$ cat src/hw/vpm_cfg.svh
// register offsets, field positions, reset values and timing for vpm
`ifndef VPM_CFG_SVH
`define VPM_CFG_SVH
// word indices of the registers (byte address is the printed index times four)
`define VPM_IDX_MODE 4'h0
`define VPM_IDX_BYP 4'h1
`define VPM_IDX_RXG 4'h2
`define VPM_IDX_TXG 4'h3
`define VPM_IDX_LEC 4'h4
`define VPM_IDX_AHI 4'h6
`define VPM_IDX_ALO 4'h7
`define VPM_IDX_DHI 4'h8
`define VPM_IDX_DLO 4'h9
`define VPM_IDX_SYNC 4'hb
`define VPM_IDX_LAST 4'hc
// mode register fields
`define VPM_MODE_PDN 7
`define VPM_MODE_ENMSK 8'h3c
// general bypass register fields
`define VPM_BYP_WR 7
`define VPM_BYP_PAD 2
`define VPM_BYP_SLP 1
`define VPM_BYP_NC 0
`define VPM_BYP_MSK 8'h87
// gain and line fields
`define VPM_GAIN_MSK 8'h3f
`define VPM_GAIN_MUTE 6'h2b
`define VPM_LEC_MSK 8'h9f
`define VPM_LEC_THR 7
`define VPM_LEC_HD 4
`define VPM_LEC_CLP 3
`define VPM_LEC_HLD 2
`define VPM_LEC_ATT 1
`define VPM_LEC_GC 0
// sync register fields
`define VPM_SYNC_RDY 7
`define VPM_SYNC_MSK 8'h03
`define VPM_RST8 8'h00
// timing, in ms, and clock rate in kHz
`define VPM_CLK_KHZ 100000
`define VPM_INIT_MS 200
`define VPM_DROP_MS 20
`define VPM_ACOU_DLY_MS 44
`define VPM_LINE_DLY_MS 15
`endif

$ cat src/hw/vpm_pkg.sv
// types shared by the vpm control block
package vpm_pkg;
    typedef enum logic [3:0] {
        VPM_ST_WAKE = 4'b0001,
        VPM_ST_INIT = 4'b0010,
        VPM_ST_DUAL = 4'b0100,
        VPM_ST_SING = 4'b1000
    } vpm_state_t;
    typedef logic [7:0] vpm_byte_t;
endpackage : vpm_pkg

$ cat src/hw/vpm_timer.sv
// down-counting one-shot timer used for wake-up and dropout
`timescale 1ns/1ps
`default_nettype none
module vpm_timer #(
    parameter int CYCLES = 16
) (
    // clock and reset
    input wire logic pclk,
    input wire logic presetn,
    input wire logic clr,
    // control
    input wire logic start,
    output logic busy,
    output logic done
);
    localparam int W = $clog2(CYCLES + 1);
    logic [W-1:0] cnt_q;
    logic busy_q;

    initial
    begin
        if (CYCLES < 1)
            $error("vpm_timer: CYCLES must be at least one");
    end

    // counter loads on start, counts to zero; clr aborts at once
    always_ff @(posedge pclk or negedge presetn)
    begin
        if (!presetn)
        begin
            cnt_q <= '0;
            busy_q <= 1'b0;
        end
        else if (clr)
        begin
            cnt_q <= '0;
            busy_q <= 1'b0;
        end
        else if (start)
        begin
            cnt_q <= W'(CYCLES - 1);
            busy_q <= 1'b1;
        end
        else if (busy_q)
        begin
            if (cnt_q == '0)
                busy_q <= 1'b0;
            else
                cnt_q <= cnt_q - 1'b1;
        end
    end

    assign busy = busy_q;
    assign done = busy_q && (cnt_q == '0) && !start && !clr;
endmodule : vpm_timer
`default_nettype wire

$ cat src/hw/vpm_regs.sv
// mode, bypass, gain and line canceler control registers on apb
`timescale 1ns/1ps
`default_nettype none
`include "vpm_cfg.svh"
module vpm_regs #(
    parameter int INIT_CYCLES =
        `VPM_INIT_MS * `VPM_CLK_KHZ,
    parameter int DROP_CYCLES =
        `VPM_DROP_MS * `VPM_CLK_KHZ
) (
    // apb slave
    input wire logic pclk,
    input wire logic presetn,
    input wire logic psel,
    input wire logic penable,
    input wire logic pwrite,
    input wire logic [31:0] paddr,
    input wire logic [31:0] pwdata,
    output logic [31:0] prdata,
    output logic pready,
    output logic pslverr,
    // strap and bypass pins, asynchronous
    input wire logic pdn_rst_n_pin,
    input wire logic host_select_pin,
    input wire logic canceler_select_pin,
    input wire logic pad_bypass_pin,
    input wire logic slope_filter_bypass_pin,
    input wire logic noise_canceler_bypass_pin,
    input wire logic line_canceler_bypass_pin,
    input wire logic line_howl_detect_off_pin,
    input wire logic line_coeff_hold_pin,
    input wire logic line_attenuator_off_pin,
    input wire logic line_gain_ctrl_off_pin,
    // mode and status
    output vpm_pkg::vpm_state_t mode_state,
    output logic in_initial,
    output logic dig_out_tristate,
    output logic dig_in_idle,
    output logic cancelers_run,
    output logic [5:0] acoustic_delay_ms,
    output logic [5:0] line_delay_ms,
    // memory write port
    output logic mem_wr,
    output logic [15:0] mem_addr,
    output logic [15:0] mem_data,
    // effective controls
    output logic pad_apply,
    output logic slope_filter_bypass,
    output logic noise_canceler_bypass,
    output logic noise_dropout,
    output logic [5:0] receive_gain_code,
    output logic receive_mute,
    output logic [5:0] transmit_gain_code,
    output logic transmit_mute,
    output logic line_canceler_bypass,
    output logic line_howl_detect_off,
    output logic line_center_clip_on,
    output logic line_coeff_hold,
    output logic line_attenuator_off,
    output logic line_gain_ctrl_off,
    output logic [3:0] if_enables
);
    import vpm_pkg::*;

    localparam int NPIN = 11;

    initial
    begin
        if (INIT_CYCLES < 1 || DROP_CYCLES < 1)
            $error("vpm_regs: timing counts must be at least one");
    end

    // two-flop synchronisers for every pin
    logic [NPIN-1:0] pin_raw, pin_m_q, pin_s_q;
    assign pin_raw = {pdn_rst_n_pin, host_select_pin, canceler_select_pin,
        pad_bypass_pin, slope_filter_bypass_pin, noise_canceler_bypass_pin,
        line_canceler_bypass_pin, line_howl_detect_off_pin,
        line_coeff_hold_pin, line_attenuator_off_pin,
        line_gain_ctrl_off_pin};

    genvar gi;
    generate
        for (gi = 0; gi < NPIN; gi++)
        begin : g_sync
            always_ff @(posedge pclk or negedge presetn)
            begin
                if (!presetn)
                begin
                    pin_m_q[gi] <= 1'b0;
                    pin_s_q[gi] <= 1'b0;
                end
                else
                begin
                    pin_m_q[gi] <= pin_raw[gi];
                    pin_s_q[gi] <= pin_m_q[gi];
                end
            end
        end
    endgenerate

    logic s_pdn_n, s_hsel, s_csel, s_pad, s_slp, s_nc;
    logic s_line_canceler_bypass, s_lhd, s_line_coeff_hold, s_line_attenuator_off, s_lgc;
    assign {s_pdn_n, s_hsel, s_csel, s_pad, s_slp, s_nc,
        s_line_canceler_bypass, s_lhd, s_line_coeff_hold, s_line_attenuator_off, s_lgc} = pin_s_q;

    // registers
    vpm_byte_t mode_q, byp_q, rxg_q, txg_q, lec_q;
    vpm_byte_t ahi_q, alo_q, dhi_q, dlo_q, sync_q;
    vpm_state_t state_q, state_d;

    // apb decode: one-cycle answer, no wait states
    logic acc, wr, rd, hit;
    logic [3:0] idx;
    assign acc = psel && penable;
    assign idx = paddr[5:2];
    assign hit = (paddr[31:6] == '0) && (paddr[1:0] == 2'b00)
        && (idx <= `VPM_IDX_LAST) && (idx != 4'h5) && (idx != 4'ha);
    assign wr = acc && pwrite && hit;
    assign rd = acc && !pwrite && hit;
    assign pready = 1'b1;
    assign pslverr = acc && !hit;

    logic init_m;
    assign init_m = (state_q == VPM_ST_INIT);

    // power-down reset from pin or register bit clears registers
    logic soft_pdn;
    assign soft_pdn = !s_pdn_n || mode_q[`VPM_MODE_PDN];

    // mode register; enable bits only while in initial mode
    always_ff @(posedge pclk or negedge presetn)
    begin
        if (!presetn)
            mode_q <= `VPM_RST8;
        else if (wr && idx == `VPM_IDX_MODE)
        begin
            mode_q[`VPM_MODE_PDN] <= pwdata[`VPM_MODE_PDN];
            if (!soft_pdn)
            begin
                if (init_m)
                    mode_q[5:2] <= pwdata[5:2];
                mode_q[6] <= pwdata[6];
                mode_q[1:0] <= pwdata[1:0];
            end
        end
        else if (soft_pdn)
            mode_q[6:0] <= 7'h00;
    end

    // bypass register; write bit honoured only in initial mode
    always_ff @(posedge pclk or negedge presetn)
    begin
        if (!presetn)
            byp_q <= `VPM_RST8;
        else if (soft_pdn)
            byp_q <= `VPM_RST8;
        else if (wr && idx == `VPM_IDX_BYP)
        begin
            byp_q <= pwdata[7:0] & `VPM_BYP_MSK;
            byp_q[`VPM_BYP_WR] <= pwdata[`VPM_BYP_WR] && init_m;
        end
        else
            byp_q[`VPM_BYP_WR] <= 1'b0; // write bit self-clears
    end

    // gain, line and memory staging registers
    always_ff @(posedge pclk or negedge presetn)
    begin
        if (!presetn)
        begin
            rxg_q <= `VPM_RST8;
            txg_q <= `VPM_RST8;
            lec_q <= `VPM_RST8;
            ahi_q <= `VPM_RST8;
            alo_q <= `VPM_RST8;
            dhi_q <= `VPM_RST8;
            dlo_q <= `VPM_RST8;
            sync_q <= `VPM_RST8;
        end
        else if (soft_pdn)
        begin
            rxg_q <= `VPM_RST8;
            txg_q <= `VPM_RST8;
            lec_q <= `VPM_RST8;
            ahi_q <= `VPM_RST8;
            alo_q <= `VPM_RST8;
            dhi_q <= `VPM_RST8;
            dlo_q <= `VPM_RST8;
            sync_q <= `VPM_RST8;
        end
        else if (wr)
        begin
            case (idx)
                `VPM_IDX_RXG: rxg_q <= pwdata[7:0] & `VPM_GAIN_MSK;
                `VPM_IDX_TXG: txg_q <= pwdata[7:0] & `VPM_GAIN_MSK;
                `VPM_IDX_LEC: lec_q <= pwdata[7:0] & `VPM_LEC_MSK;
                `VPM_IDX_AHI: ahi_q <= pwdata[7:0];
                `VPM_IDX_ALO: alo_q <= pwdata[7:0];
                `VPM_IDX_DHI: dhi_q <= pwdata[7:0];
                `VPM_IDX_DLO: dlo_q <= pwdata[7:0];
                `VPM_IDX_SYNC:
                    if (init_m)
                        sync_q <= pwdata[7:0] & `VPM_SYNC_MSK;
                default: ;
            endcase
        end
    end

    // wake-up timer runs from reset release to initial mode, or to dual or single mode when host select is set
    logic wake_start, wake_done, seen_q;
    always_ff @(posedge pclk or negedge presetn)
    begin
        if (!presetn)
            seen_q <= 1'b0;
        else
            seen_q <= !soft_pdn;
    end
    assign wake_start = !soft_pdn && !seen_q;

    vpm_timer #(.CYCLES(INIT_CYCLES)) u_wake (
        .pclk(pclk),
        .presetn(presetn),
        .clr(soft_pdn),
        .start(wake_start),
        .busy(),
        .done(wake_done)
    );

    // effective mode code: register bits ORed with strap pins
    logic [1:0] eff_mode;
    assign eff_mode = mode_q[1:0] | {s_hsel, s_csel};

    function automatic vpm_state_t op_state(input logic [1:0] m);
        begin
            op_state = m[0] ? VPM_ST_SING : VPM_ST_DUAL;
        end
    endfunction : op_state

    // mode machine; no way back to initial except power-down
    always_comb
    begin
        state_d = state_q;
        case (state_q)
            VPM_ST_WAKE:
                if (wake_done)
                    state_d = s_hsel ? op_state(eff_mode)
                        : VPM_ST_INIT;
            VPM_ST_INIT:
                if (eff_mode[1]) // reserved 01 is not a legal exit
                    state_d = op_state(eff_mode);
            VPM_ST_DUAL, VPM_ST_SING:
                if (eff_mode[1])
                    state_d = op_state(eff_mode);
            default: state_d = VPM_ST_WAKE;
        endcase
    end

    always_ff @(posedge pclk or negedge presetn)
    begin
        if (!presetn)
            state_q <= VPM_ST_WAKE;
        else if (soft_pdn)
            state_q <= VPM_ST_WAKE;
        else
            state_q <= state_d;
    end

    // memory write strobe and word, sampled from staging registers
    always_ff @(posedge pclk or negedge presetn)
    begin
        if (!presetn)
        begin
            mem_wr <= 1'b0;
            mem_addr <= 16'h0000;
            mem_data <= 16'h0000;
        end
        else
        begin
            mem_wr <= byp_q[`VPM_BYP_WR] && init_m;
            if (byp_q[`VPM_BYP_WR] && init_m)
            begin
                mem_addr <= {ahi_q, alo_q};
                mem_data <= {dhi_q, dlo_q};
            end
        end
    end

    // dropout when noise canceler goes back to normal
    logic nc_eff, nc_prev_q;
    assign nc_eff = byp_q[`VPM_BYP_NC] | s_nc;
    always_ff @(posedge pclk or negedge presetn)
    begin
        if (!presetn)
            nc_prev_q <= 1'b0;
        else
            nc_prev_q <= nc_eff;
    end

    vpm_timer #(.CYCLES(DROP_CYCLES)) u_drop (
        .pclk(pclk),
        .presetn(presetn),
        .clr(soft_pdn),
        .start(nc_prev_q && !nc_eff),
        .busy(noise_dropout),
        .done()
    );

    // read mux; ready flag reflects initial mode
    always_ff @(posedge pclk or negedge presetn)
    begin
        if (!presetn)
            prdata <= 32'h0000_0000;
        else if (psel && !penable && !pwrite)
        begin
            prdata <= 32'h0000_0000;
            case (idx)
                `VPM_IDX_MODE: prdata[7:0] <= mode_q;
                `VPM_IDX_BYP: prdata[7:0] <= byp_q;
                `VPM_IDX_RXG: prdata[7:0] <= rxg_q;
                `VPM_IDX_TXG: prdata[7:0] <= txg_q;
                `VPM_IDX_LEC: prdata[7:0] <= lec_q;
                `VPM_IDX_AHI: prdata[7:0] <= ahi_q;
                `VPM_IDX_ALO: prdata[7:0] <= alo_q;
                `VPM_IDX_DHI: prdata[7:0] <= dhi_q;
                `VPM_IDX_DLO: prdata[7:0] <= dlo_q;
                `VPM_IDX_SYNC: prdata[7:0] <=
                    sync_q | {init_m, 7'h00};
                default: ;
            endcase
        end
    end

    // effective outputs; bypass and line canceler bits ORed with synchronised pins, except center clip
    assign mode_state = state_q;
    assign in_initial = init_m;
    assign dig_out_tristate = (state_q == VPM_ST_INIT)
        || (state_q == VPM_ST_WAKE);
    assign dig_in_idle = dig_out_tristate;
    assign cancelers_run = !dig_out_tristate;
    assign acoustic_delay_ms = (state_q == VPM_ST_DUAL) ?
        6'(`VPM_ACOU_DLY_MS) : 6'h00;
    assign line_delay_ms = (state_q == VPM_ST_DUAL) ?
        6'(`VPM_LINE_DLY_MS) : 6'h00;
    assign pad_apply = byp_q[`VPM_BYP_PAD] | s_pad;
    assign slope_filter_bypass = byp_q[`VPM_BYP_SLP] | s_slp;
    assign noise_canceler_bypass = nc_eff;
    assign receive_gain_code = rxg_q[5:0];
    assign receive_mute = (rxg_q[5:0] == `VPM_GAIN_MUTE);
    assign transmit_gain_code = txg_q[5:0];
    assign transmit_mute = (txg_q[5:0] == `VPM_GAIN_MUTE);
    assign line_canceler_bypass = lec_q[`VPM_LEC_THR] | s_line_canceler_bypass;
    assign line_howl_detect_off = lec_q[`VPM_LEC_HD] | s_lhd;
    assign line_center_clip_on = lec_q[`VPM_LEC_CLP];
    assign line_coeff_hold = lec_q[`VPM_LEC_HLD] | s_line_coeff_hold;
    assign line_attenuator_off = lec_q[`VPM_LEC_ATT] | s_line_attenuator_off;
    assign line_gain_ctrl_off = lec_q[`VPM_LEC_GC] | s_lgc;
    assign if_enables = mode_q[5:2];
endmodule : vpm_regs
`default_nettype wire

$ cat config.mk
export PLATFORM = sky130hd
export DESIGN_NAME = vpm_regs
export DESIGN_NICKNAME = d
export VERILOG_FILES = /design/src/hw/vpm_pkg.sv /design/src/hw/vpm_timer.sv /design/src/hw/vpm_regs.sv
export VERILOG_INCLUDE_DIRS = /design/src /design/src/hw
export SDC_FILE = /design/constraint.sdc
export NUM_CORES = 1
export LEC_CHECK = 0
export CAP_MARGIN = 30
export CORE_UTILIZATION = 69
export DETAILED_ROUTE_END_ITERATION = 6
export DONT_BUFFER_PORTS = 1
export GPL_TIMING_DRIVEN = 0
export PLACE_DENSITY = 0.95
export SLEW_MARGIN = 0
export SYNTH_ARGS = -nofsm -noshare
export SYNTH_HDL_FRONTEND = slang
export SYNTH_SLANG_ARGS = --single-unit
$ cat constraint.sdc
create_clock -name pclk -period 5.96 [get_ports pclk]
set_input_delay 0 -clock pclk [delete_from_list [all_inputs] [get_ports pclk]]
set_output_delay 0 -clock pclk [all_outputs]
set_load 0.01 [all_outputs]
* After elaboration in Yosys (flattened, before gate mapping)
Index checks and enable logic that the tools add are counted.
** Operators by class
- Mux-type cells :: 57
- Bitwise logic cells :: 10
- Equal/unequal tests :: 22
- Order comparisons :: 1
- $add $sub $neg :: 2
- Reduce and logical (&&, ||, !) cells :: 63
** Operator list (number)
- $mux 8 :: 26
- $mux 25 :: 4
- $mux 21 :: 4
- $pmux 8 s10 :: 1
- $mux 4 :: 7
- $mux 7 :: 4
- $logic_not 26->1 :: 1
- $logic_not 25->1 :: 1
- $sub 25x1->25 const B :: 1
- $reduce_bool 2->1 :: 12
- $reduce_and 2->1 :: 11
- $logic_not 21->1 :: 1
- $sub 21x1->21 const B :: 1
- $logic_and 1x1->1 :: 19
- $eq 4x3->1 const B :: 4
- $eq 4x4->1 const B :: 4
- $eq 4x2->1 const B :: 3
- $eq 6x6->1 const B :: 2
- $ne 3x1->1 const B :: 4
- $logic_not 1->1 :: 9
- $mux 1 :: 9
- $eq 4x1->1 const B :: 2
- $or 1x1->1 :: 8
- $or 8x8->8 :: 1
- other kinds (13) :: 16
** Storage, ports and cells
- Register bits after elaboration :: 197
- Output and inout bits :: 115
- Word-level logic and storage cells :: 201
- Bits of input ports :: 80

* Longest topological paths before layout
Gate-level depths: netlist of the first run.
- Depth in word-level cells :: 10
- Mapped depth :: 9

* Modules after synthesis
From an unflattened synthesis of the first run, not the netlist that was laid out.
** Second synthesis, totals
- Cells, all modules :: 800
- Area, all modules :: 8956.1 um^2
** By module, submodules not included
- vpm_regs :: sequential area each 3329.4 um^2, instances 1, cells each 524, area an instance 6246.0 um^2
- vpm_timer at u_wake :: sequential area each 650.6 um^2, instances 1, cells each 155, area an instance 1486.4 um^2
- vpm_timer at u_drop :: sequential area each 550.5 um^2, instances 1, cells each 121, area an instance 1223.7 um^2

* Least setup slack after synthesis of the first run
Ideal clock, no wire load.
- Path kind :: register to register
- Start :: register u_wake.cnt_q[9]
- End :: register u_wake.cnt_q[22]
- Library setup time :: 104 ps
- Cell stages (with the launch flop) :: 7
- Buffers on the path :: 1
- Data arrival time :: 2515 ps
- Path slack :: 3341 ps
- Cells stage by stage :: dfrtp_1 or4_1 buf_2 or4_1 or4_1 or4_1 o311ai_1
** On the way
- Longest elaborated chain between the ends :: 5
** Ends and longest elaborated chain
- start, declared :: line vpm_timer.sv:17 : logic [W-1:0] cnt_q;
- start signal, assigned :: line vpm_timer.sv:41 : cnt_q <= W'(CYCLES - 1);
- start signal, assigned :: line vpm_timer.sv:49 : cnt_q <= cnt_q - 1'b1;
- $sub 25x1->25 :: line vpm_timer.sv:49
- $mux 25 :: line vpm_timer.sv:46 : if (cnt_q == '0)
- $mux 25 :: line vpm_timer.sv:44 : else if (busy_q)
- $mux 25 :: line vpm_timer.sv:39 : else if (start)
- $mux 25 :: line vpm_timer.sv:34 : else if (clr)
Several ways; a longest one is shown, not always the timed one. The select of a mux whose other input is x is not followed.
A chain may end at the register's enable or synchronous reset.

* Worst setup path in the final report of the first run
- Start :: register state_q[2], in the netlist mode_state[2]
- End :: register sync_q[1]
** On the way
- Longest elaborated chain between the ends :: 3
** Ends and longest elaborated chain
- start, declared :: line vpm_regs.sv:109 : vpm_state_t state_q, state_d;
- start signal, assigned :: line vpm_regs.sv:265 : state_q <= state_d;
- $eq 4x2->1 :: line vpm_regs.sv:124 : assign init_m = (state_q == VPM_ST_INIT);
- net in_initial :: line vpm_regs.sv:36 : output logic in_initial,
- $reduce_bool 2->1 (no line)
- $reduce_and 3->1 (no line)
- end signal, assigned :: line vpm_regs.sv:178 : sync_q <= `VPM_RST8;
- end signal, assigned :: line vpm_regs.sv:189 : sync_q <= `VPM_RST8;
- end signal, assigned :: line vpm_regs.sv:203 : sync_q <= pwdata[7:0] & `VPM_SYNC_MSK;
- end, declared :: line vpm_regs.sv:108 : vpm_byte_t ahi_q, alo_q, dhi_q, dlo_q, sync_q;
The timed path passes the listed nets, and every way through them passes these cells.

==> results.md, run 1 <==
- Post-DRT Antenna Nets: 0
- Syn Area/Cell: 10.8 µm²
- Vias in the first global route: 7166
- Crit path required time: 6300 ps
- Rel. slew slack: 27.9%
- Mapped Cells: 822
- YS warnings: 0
- Nets: 980
- Post-Route Utilization: 79.6%
- Startpoint Class: flop
- H-tree Lvls: 4
- Async SR Flop Fraction: 100%
- CP max FO: 6
- Worst Tran Pin Value: 1070 ps
- FP Rows: 41
- Mux cell area share after synthesis: 10.7%
- Total track usage: 38.6%
- Worst Hold End: prdata[1]
- Post-synth EDFFs: 0
- Worst Hold Class: input pin to flop
- Clk_lat worst skew: 440 ps
- Commonest cells after routing, fill and taps aside: dfrtp_1 (180), nor2_1 (73), mux2i_1 (54)
- Reg2Reg Launch Point: mode_state[2]
- Worst r2r path cells: 8
- Total number of vias: 7521
- Clock sink count: 181
- Fin. max-slew vios: 0
- Ys flop type: dfrtp_1
- #FFs+latches synth: 181
- 1st-iter DRT viols: 910
- Final hold vios: 0
- Minimum clock period: 3260 ps
- Synth Area in XOR/XNOR: 1.78%
- Dpl hpwl: 15.8 mm
- Die area: 13300 µm²
- Slowest CP cell: dlygate4sd3_1
- F_max: 307 MHz
- Die W: 115 µm
- Cell taking the most area after synthesis: dfrtp_1
- Status: completed
- Largest net degree at the start of global routing: 182
- DR WL/cell: 22.6 µm
- Port-buffer cells: 0
- Worst setup EP type: flop
- Post-CTS Setup Repair Bufs: 0
- Synthesized-area fraction occupied by adder cells: 0.566%
- Setup-failing EPs final: 0
- Tcrit/Tclk final: 54.7%
- Share of cells above drive strength 1: 16.0%
- Residual DRC count: 0
- RSZ-0062 raised after global routing: false
- Dominant cells by area after synthesis: dfrtp_1 (51%), mux2i_1 (6.1%), mux2_2 (4.6%)
- Detailed Routing Iterations Pass 1: 6
- Clock Skew: 10.8 ps
- CP arrival: 3600 ps
- Final Wtd Congestion: 0.954
- TNS Setup: 0 ps
- Cell area after synthesis: 8850 µm²
- Synth top area share: 50.9%
- Crit Path Class: flop to flop
- Final WL: 24.5 mm
- Diodes inserted: 0
- Reg2reg end: sync_q[1]
- Crit path cell chain: nor2_1 > and3_1 > clkbuf_1 > nand4_1 > dlygate4sd3_1 > nor3_1 > dlygate4sd3_1 > mux2i_1
- Post-synthesis sequential area ratio: 51.2%
- P&R area growth vs syn: 13.1%
- CTS buffer count: 17
- Max_cap viols: 0
- CTS max path bufs: 2
- Global-route wire length before repair: 38.2 mm
- Most common cell after layout, fill and taps aside: dfrtp_1
- Congestion Overflow GR: 0
- Cells resized by post-CTS repair: 0
- CTS tree: done
- Static Leak: 4.35 nW
- Compound-gate portion of the synthesized area: 11.9%
- CP peak stage delay: 640 ps
- Total power divided by cell area: 267 nW/µm²
- # hold bufs at CTS: 19
- Library cells used by synthesis: 63
- Die Span Y: 115 µm
- Post-synthesis simple-gate area fraction: 17.5%
- CTS root buf: clkbuf_16
- Starting Density: 70.4%
- CP dominant cell by count: dlygate4sd3_1
- Vias per cell: 6.96
- Hold path depth: 4
- Clock slew at reported path FFs: 70 ps
- Filler cells: 702
- Initial antenna violation count: 0
- Worst IR drop on VDD: 0.242 mV
- Reg2reg setup slack: 2700 ps
- Min-delay src: paddr[5]
- Num ports: 195
- Core ar.: 12600 µm²
- Largest family of logic cells by synthesized area: simple AND/OR/NAND/NOR gates
[flip-flops by register name, summed over array words and instances (netlist names), 2 cells and up]
signal	cells
u_wake.cnt_q	25
u_drop.cnt_q	21
mem_addr	16
mem_data	16
pin_m_q	11
ahi_q	8
alo_q	8
dhi_q	8
dlo_q	8
mode_q	8
prdata	8
lec_q	6
rxg_q	6
txg_q	6
byp_q	4
mode_state	4
sync_q	2
[layout make-up]
| type | count | area (µm²) | share of cell area (%) |
|---|---|---|---|
| buffer | 87 | 483 | 4.83 |
| clock buffer | 20 | 457 | 4.56 |
| clock inverter | 12 | 119 | 1.19 |
| inverter | 17 | 63.8 | 0.638 |
| multi-input combinational | 565 | 3880 | 38.7 |
| sequential | 181 | 4530 | 45.3 |
| tap | 172 | 215 | 2.15 |
| timing repair buffer | 27 | 263 | 2.63 |
[power by group]
group	leakage, nW	internal (mW)	switching [mW]
Combinational	1.64	0.0947	0.180
Sequential	2.43	1.26	0.0359
Clock	0.279	0.605	0.495
[worst max path at each step]
stage / startpoint / to / depth (start not counted)
global route: mode_state[2] / sync_q[1] / 8
CTS: mode_state[2] / sync_q[1] / 8
finish: mode_state[2] / sync_q[1] / 8
detailed placement: paddr[4] / lec_q[2] / 7
floorplan: u_wake.cnt_q[9] / u_wake.cnt_q[22] / 6
global placement: u_wake.cnt_q[9] / mode_state[1] / 7
[cell families after synthesis]
| family | after synthesis |
|---|---|
| AOI/OAI and AO/OA | 150 |
| xor gates and xnor gates | 18 |
| adders and majority gates | 4 |
| buffers and inverters | 104 |
| DFF | 181 |
| muxes | 90 |
| other | 2 |
| and+or+nand+nor | 273 |
[Yosys cell counts, types with 3 or more instances]
library cell and number:
or4_1 17, clkbuf_1 34, o211ai_1 6, and4_1 4, dfrtp_1 180, a21oi_1 27
o31ai_1 11, or2_2 10, a22oi_1 23, xnor2_1 8, buf_4 41, o2bb2ai_1 4
nor4_1 20, nand3_1 14, mux2_2 36, and2_1 7, ha_1 4, nor3_1 16
nand2b_1 5, nor2_1 73, nor3b_1 7, o21ai_0 17, nand4b_1 7, o31a_1 4
a21o_1 5, nor4b_1 6, a31oi_1 17, buf_1 10, a222oi_1 3, nor4_2 8
nand2_1 41, a22o_1 5, nor4bb_1 4, o21a_1 7, mux2i_1 54, and3_1 4
xor2_1 10, inv_1 17, nor2b_1 5, nand4_1 10, or3_1 8
[layer usage]
metal | up-vias | GRT usage, % | share of wire (%)
met5 | - | 0 | 0
met4 | 0 | 21.0 | 4.8
met3 | 133 | 10.3 | 12
met2 | 664 | 60.6 | 46
met1 | 3604 | 49.5 | 37
li1 | 3120 | - | -
[critical path, delay by kind of cell, from the launching register on]
family                 cells  cell delay, ps
buffers and inverters      3            1640
flip-flops                 1             470
multiplexers               1             260
AND/OR/NAND/NOR            4             780
[stage by stage]
| stage | area (µm²) | hold slack (ps) | total power [mW] | instances | setup WS [ps] |
|---|---|---|---|---|---|
| floorplan | 8950 | -296 | 1.49 | 850 | 3340 |
| global placement | 9170 | -290 | 1.53 | 1022 | 3220 |
| detailed placement | 9210 | -290 | 1.54 | 1028 | 3160 |
| CTS | 9990 | 44.1 | 2.66 | 1079 | 2870 |
| global route | 10000 | 113 | 2.74 | 1081 | 2560 |
| finish | 10000 | 60.1 | 2.67 | 1081 | 2700 |
(Power assumes the default switching activity.)
==> run 2, diff against run 1 <==
--- a/config.mk
+++ b/config.mk
@@ -7,11 +7,11 @@
 export NUM_CORES = 1
 export LEC_CHECK = 0
 export CAP_MARGIN = 30
-export CORE_UTILIZATION = 69
+export CORE_UTILIZATION = 64
 export DETAILED_ROUTE_END_ITERATION = 6
 export DONT_BUFFER_PORTS = 1
 export GPL_TIMING_DRIVEN = 0
-export PLACE_DENSITY = 0.95
+export PLACE_DENSITY = 0.9
 export SLEW_MARGIN = 0
 export SYNTH_ARGS = -nofsm -noshare
 export SYNTH_HDL_FRONTEND = slang
==> constraint.sdc (replaced) <==
create_clock -name pclk -period 3.4 [get_ports pclk]
set_input_delay 0 -clock pclk [delete_from_list [all_inputs] [get_ports pclk]]
set_output_delay 0 -clock pclk [all_outputs]
set_load 0.01 [all_outputs]
==> results.md, run 2 (synthesis gave the netlist of run 1 again) <==
- Setup slack at placement: 611 ps
- Congestion Overflow GR: 0
- CTS buffer count: 17
- Tcrit/Tclk final: 92.1%
- FP Rows: 42
- CTS tree: done
- Hold Worst Slack: -743 ps
- CP max FO: 6
- Met2 WL: 10.9 mm
- Max reg flops: 25
- Rel. slew slack: 22.0%
- Dpl hpwl: 16.0 mm
- Worst IR drop on VDD: 0.398 mV
- Port-buffer cells: 0
- Initial antenna violation count: 2
- Worst setup EP type: flop
- RSZ-0062 raised after global routing: false
- Fin. max-slew vios: 0
- Clock slew at reported path FFs: 70 ps
- Combined area of the multi-input logic cells: 3880 µm²
- Sequential cell area: 4530 µm²
- Total power divided by cell area: 460 nW/µm²
- F_max: 319 MHz
- DP Area: 9210 µm²
- Cells resized by post-CTS repair: 0
- Num ports: 195
- Clock Skew: 9.25 ps
- Die area: 14300 µm²
- Largest net degree at the start of global routing: 182
- Static Leak: 4.33 nW
- Failing checks: negative hold slack
- Fin area: 9950 µm²
- Nets: 976
- Vias per cell: 6.62
- 1st-iter DRT viols: 812
- Total track usage: 34.7%
- Status: finished, violations left
- DR WL/cell: 21.8 µm
- P&R area growth vs syn: 12.5%
- Final WL: 23.6 mm
- Highest Signal Layer: met4
- Vias in the first global route: 6999
- Global-route wire length before repair: 37.6 mm
- Setup-failing EPs final: 0
- Tot Pwr: 4.58 mW
- CTS max path bufs: 2
- Minimum clock period: 3130 ps
- Biggest regs: u_wake.cnt_q x25, u_drop.cnt_q x21
- Total number of vias: 7167
- Residual DRC count: 0
- Most common cell after layout, fill and taps aside: dfrtp_1
- Die Span Y: 120 µm
- Die W: 120 µm
- Biggest register: u_wake.cnt_q
- Share of cells above drive strength 1: 15.8%
- Max_cap viols: 0
- # hold bufs at CTS: 17
- Metal3 WL: 2.50 mm
- Final hold vios: 181
- Startpoint Class: flop
- Clock sink count: 181
- Worst Tran Pin Value: 1150 ps
- Worst Hold Class: input pin to asynchronous set/reset pin
- Starting Density: 66.3%
- Core ar.: 13300 µm²
- Post-CTS Setup Repair Bufs: 0
- Final Wtd Congestion: 0.944
- CP arrival: 3490 ps
- Filler cells: 906
- Detailed Routing Iterations Pass 1: 6
- Final WS setup: 267 ps
- DRT met1 WL: 9.18 mm
- Crit path required time: 3760 ps
- H-tree Lvls: 4
- Commonest cells after routing, fill and taps aside: dfrtp_1 (180), nor2_1 (73), mux2i_1 (54)
- Post-DRT Antenna Nets: 0
- Post-Route Utilization: 74.6%
- TNS Setup: 0 ps
- CTS root buf: clkbuf_16
- Crit Path Class: flop to flop
- Reg2reg setup slack: 270 ps
- Clk_lat worst skew: 440 ps
==> run 2: area by class of cell <==
type                       instances  area share, %
multi-input combinational        565           39.0
inverter                          17          0.641
sequential                       181           45.5
clock inverter                    13           1.22
antenna                            2         0.0503
timing repair buffer              23           2.09
buffer                            87           4.85
clock buffer                      18           4.41
tap                              176           2.21
==> run 2: metrics by stage <==
stage,instances,hold WS [ps]
after floorplan,850,-296
after global placement,1026,-289
after detailed placement,1031,-290
after CTS,1079,-752
after global routing,1082,-751
final,1082,-743
==> run 2: metal layers <==
layer	track usage, %	vias to the layer above
met2	52.8	462
met3	10.4	88
met5	0	-
met4	17.3	0
met1	45.4	3507
li1	-	3110
==> run 2: worst max-delay path, cell delays in order, from the launching register on <==
cell           delay [ps]
dfrtp_1               470
nor2_1                200
and3_1                210
clkbuf_1              390
nand4_1               140
dlygate4sd3_1         580
nor3_1                200
dlygate4sd3_1         660
mux2i_1               210
==> run 2: path summary, 6_finish.rpt <==
kind	startpoint	endpoint	cells past startpoint
max	mode_state[2]	sync_q[0]	8
min	presetn	mem_data[4]	0
max reg2reg	mode_state[2]	sync_q[0]	8
min reg2reg	pin_m_q[6]	s_slp	0
max in group asynchronous	presetn	mode_state[0]	0
min in group pclk	paddr[5]	prdata[1]	4
==> run 2: where the power goes <==
group / internal (mW) / switching (mW)
combinational: 0.162 / 0.262
clock: 1.03 / 0.860
sequential: 2.21 / 0.0593
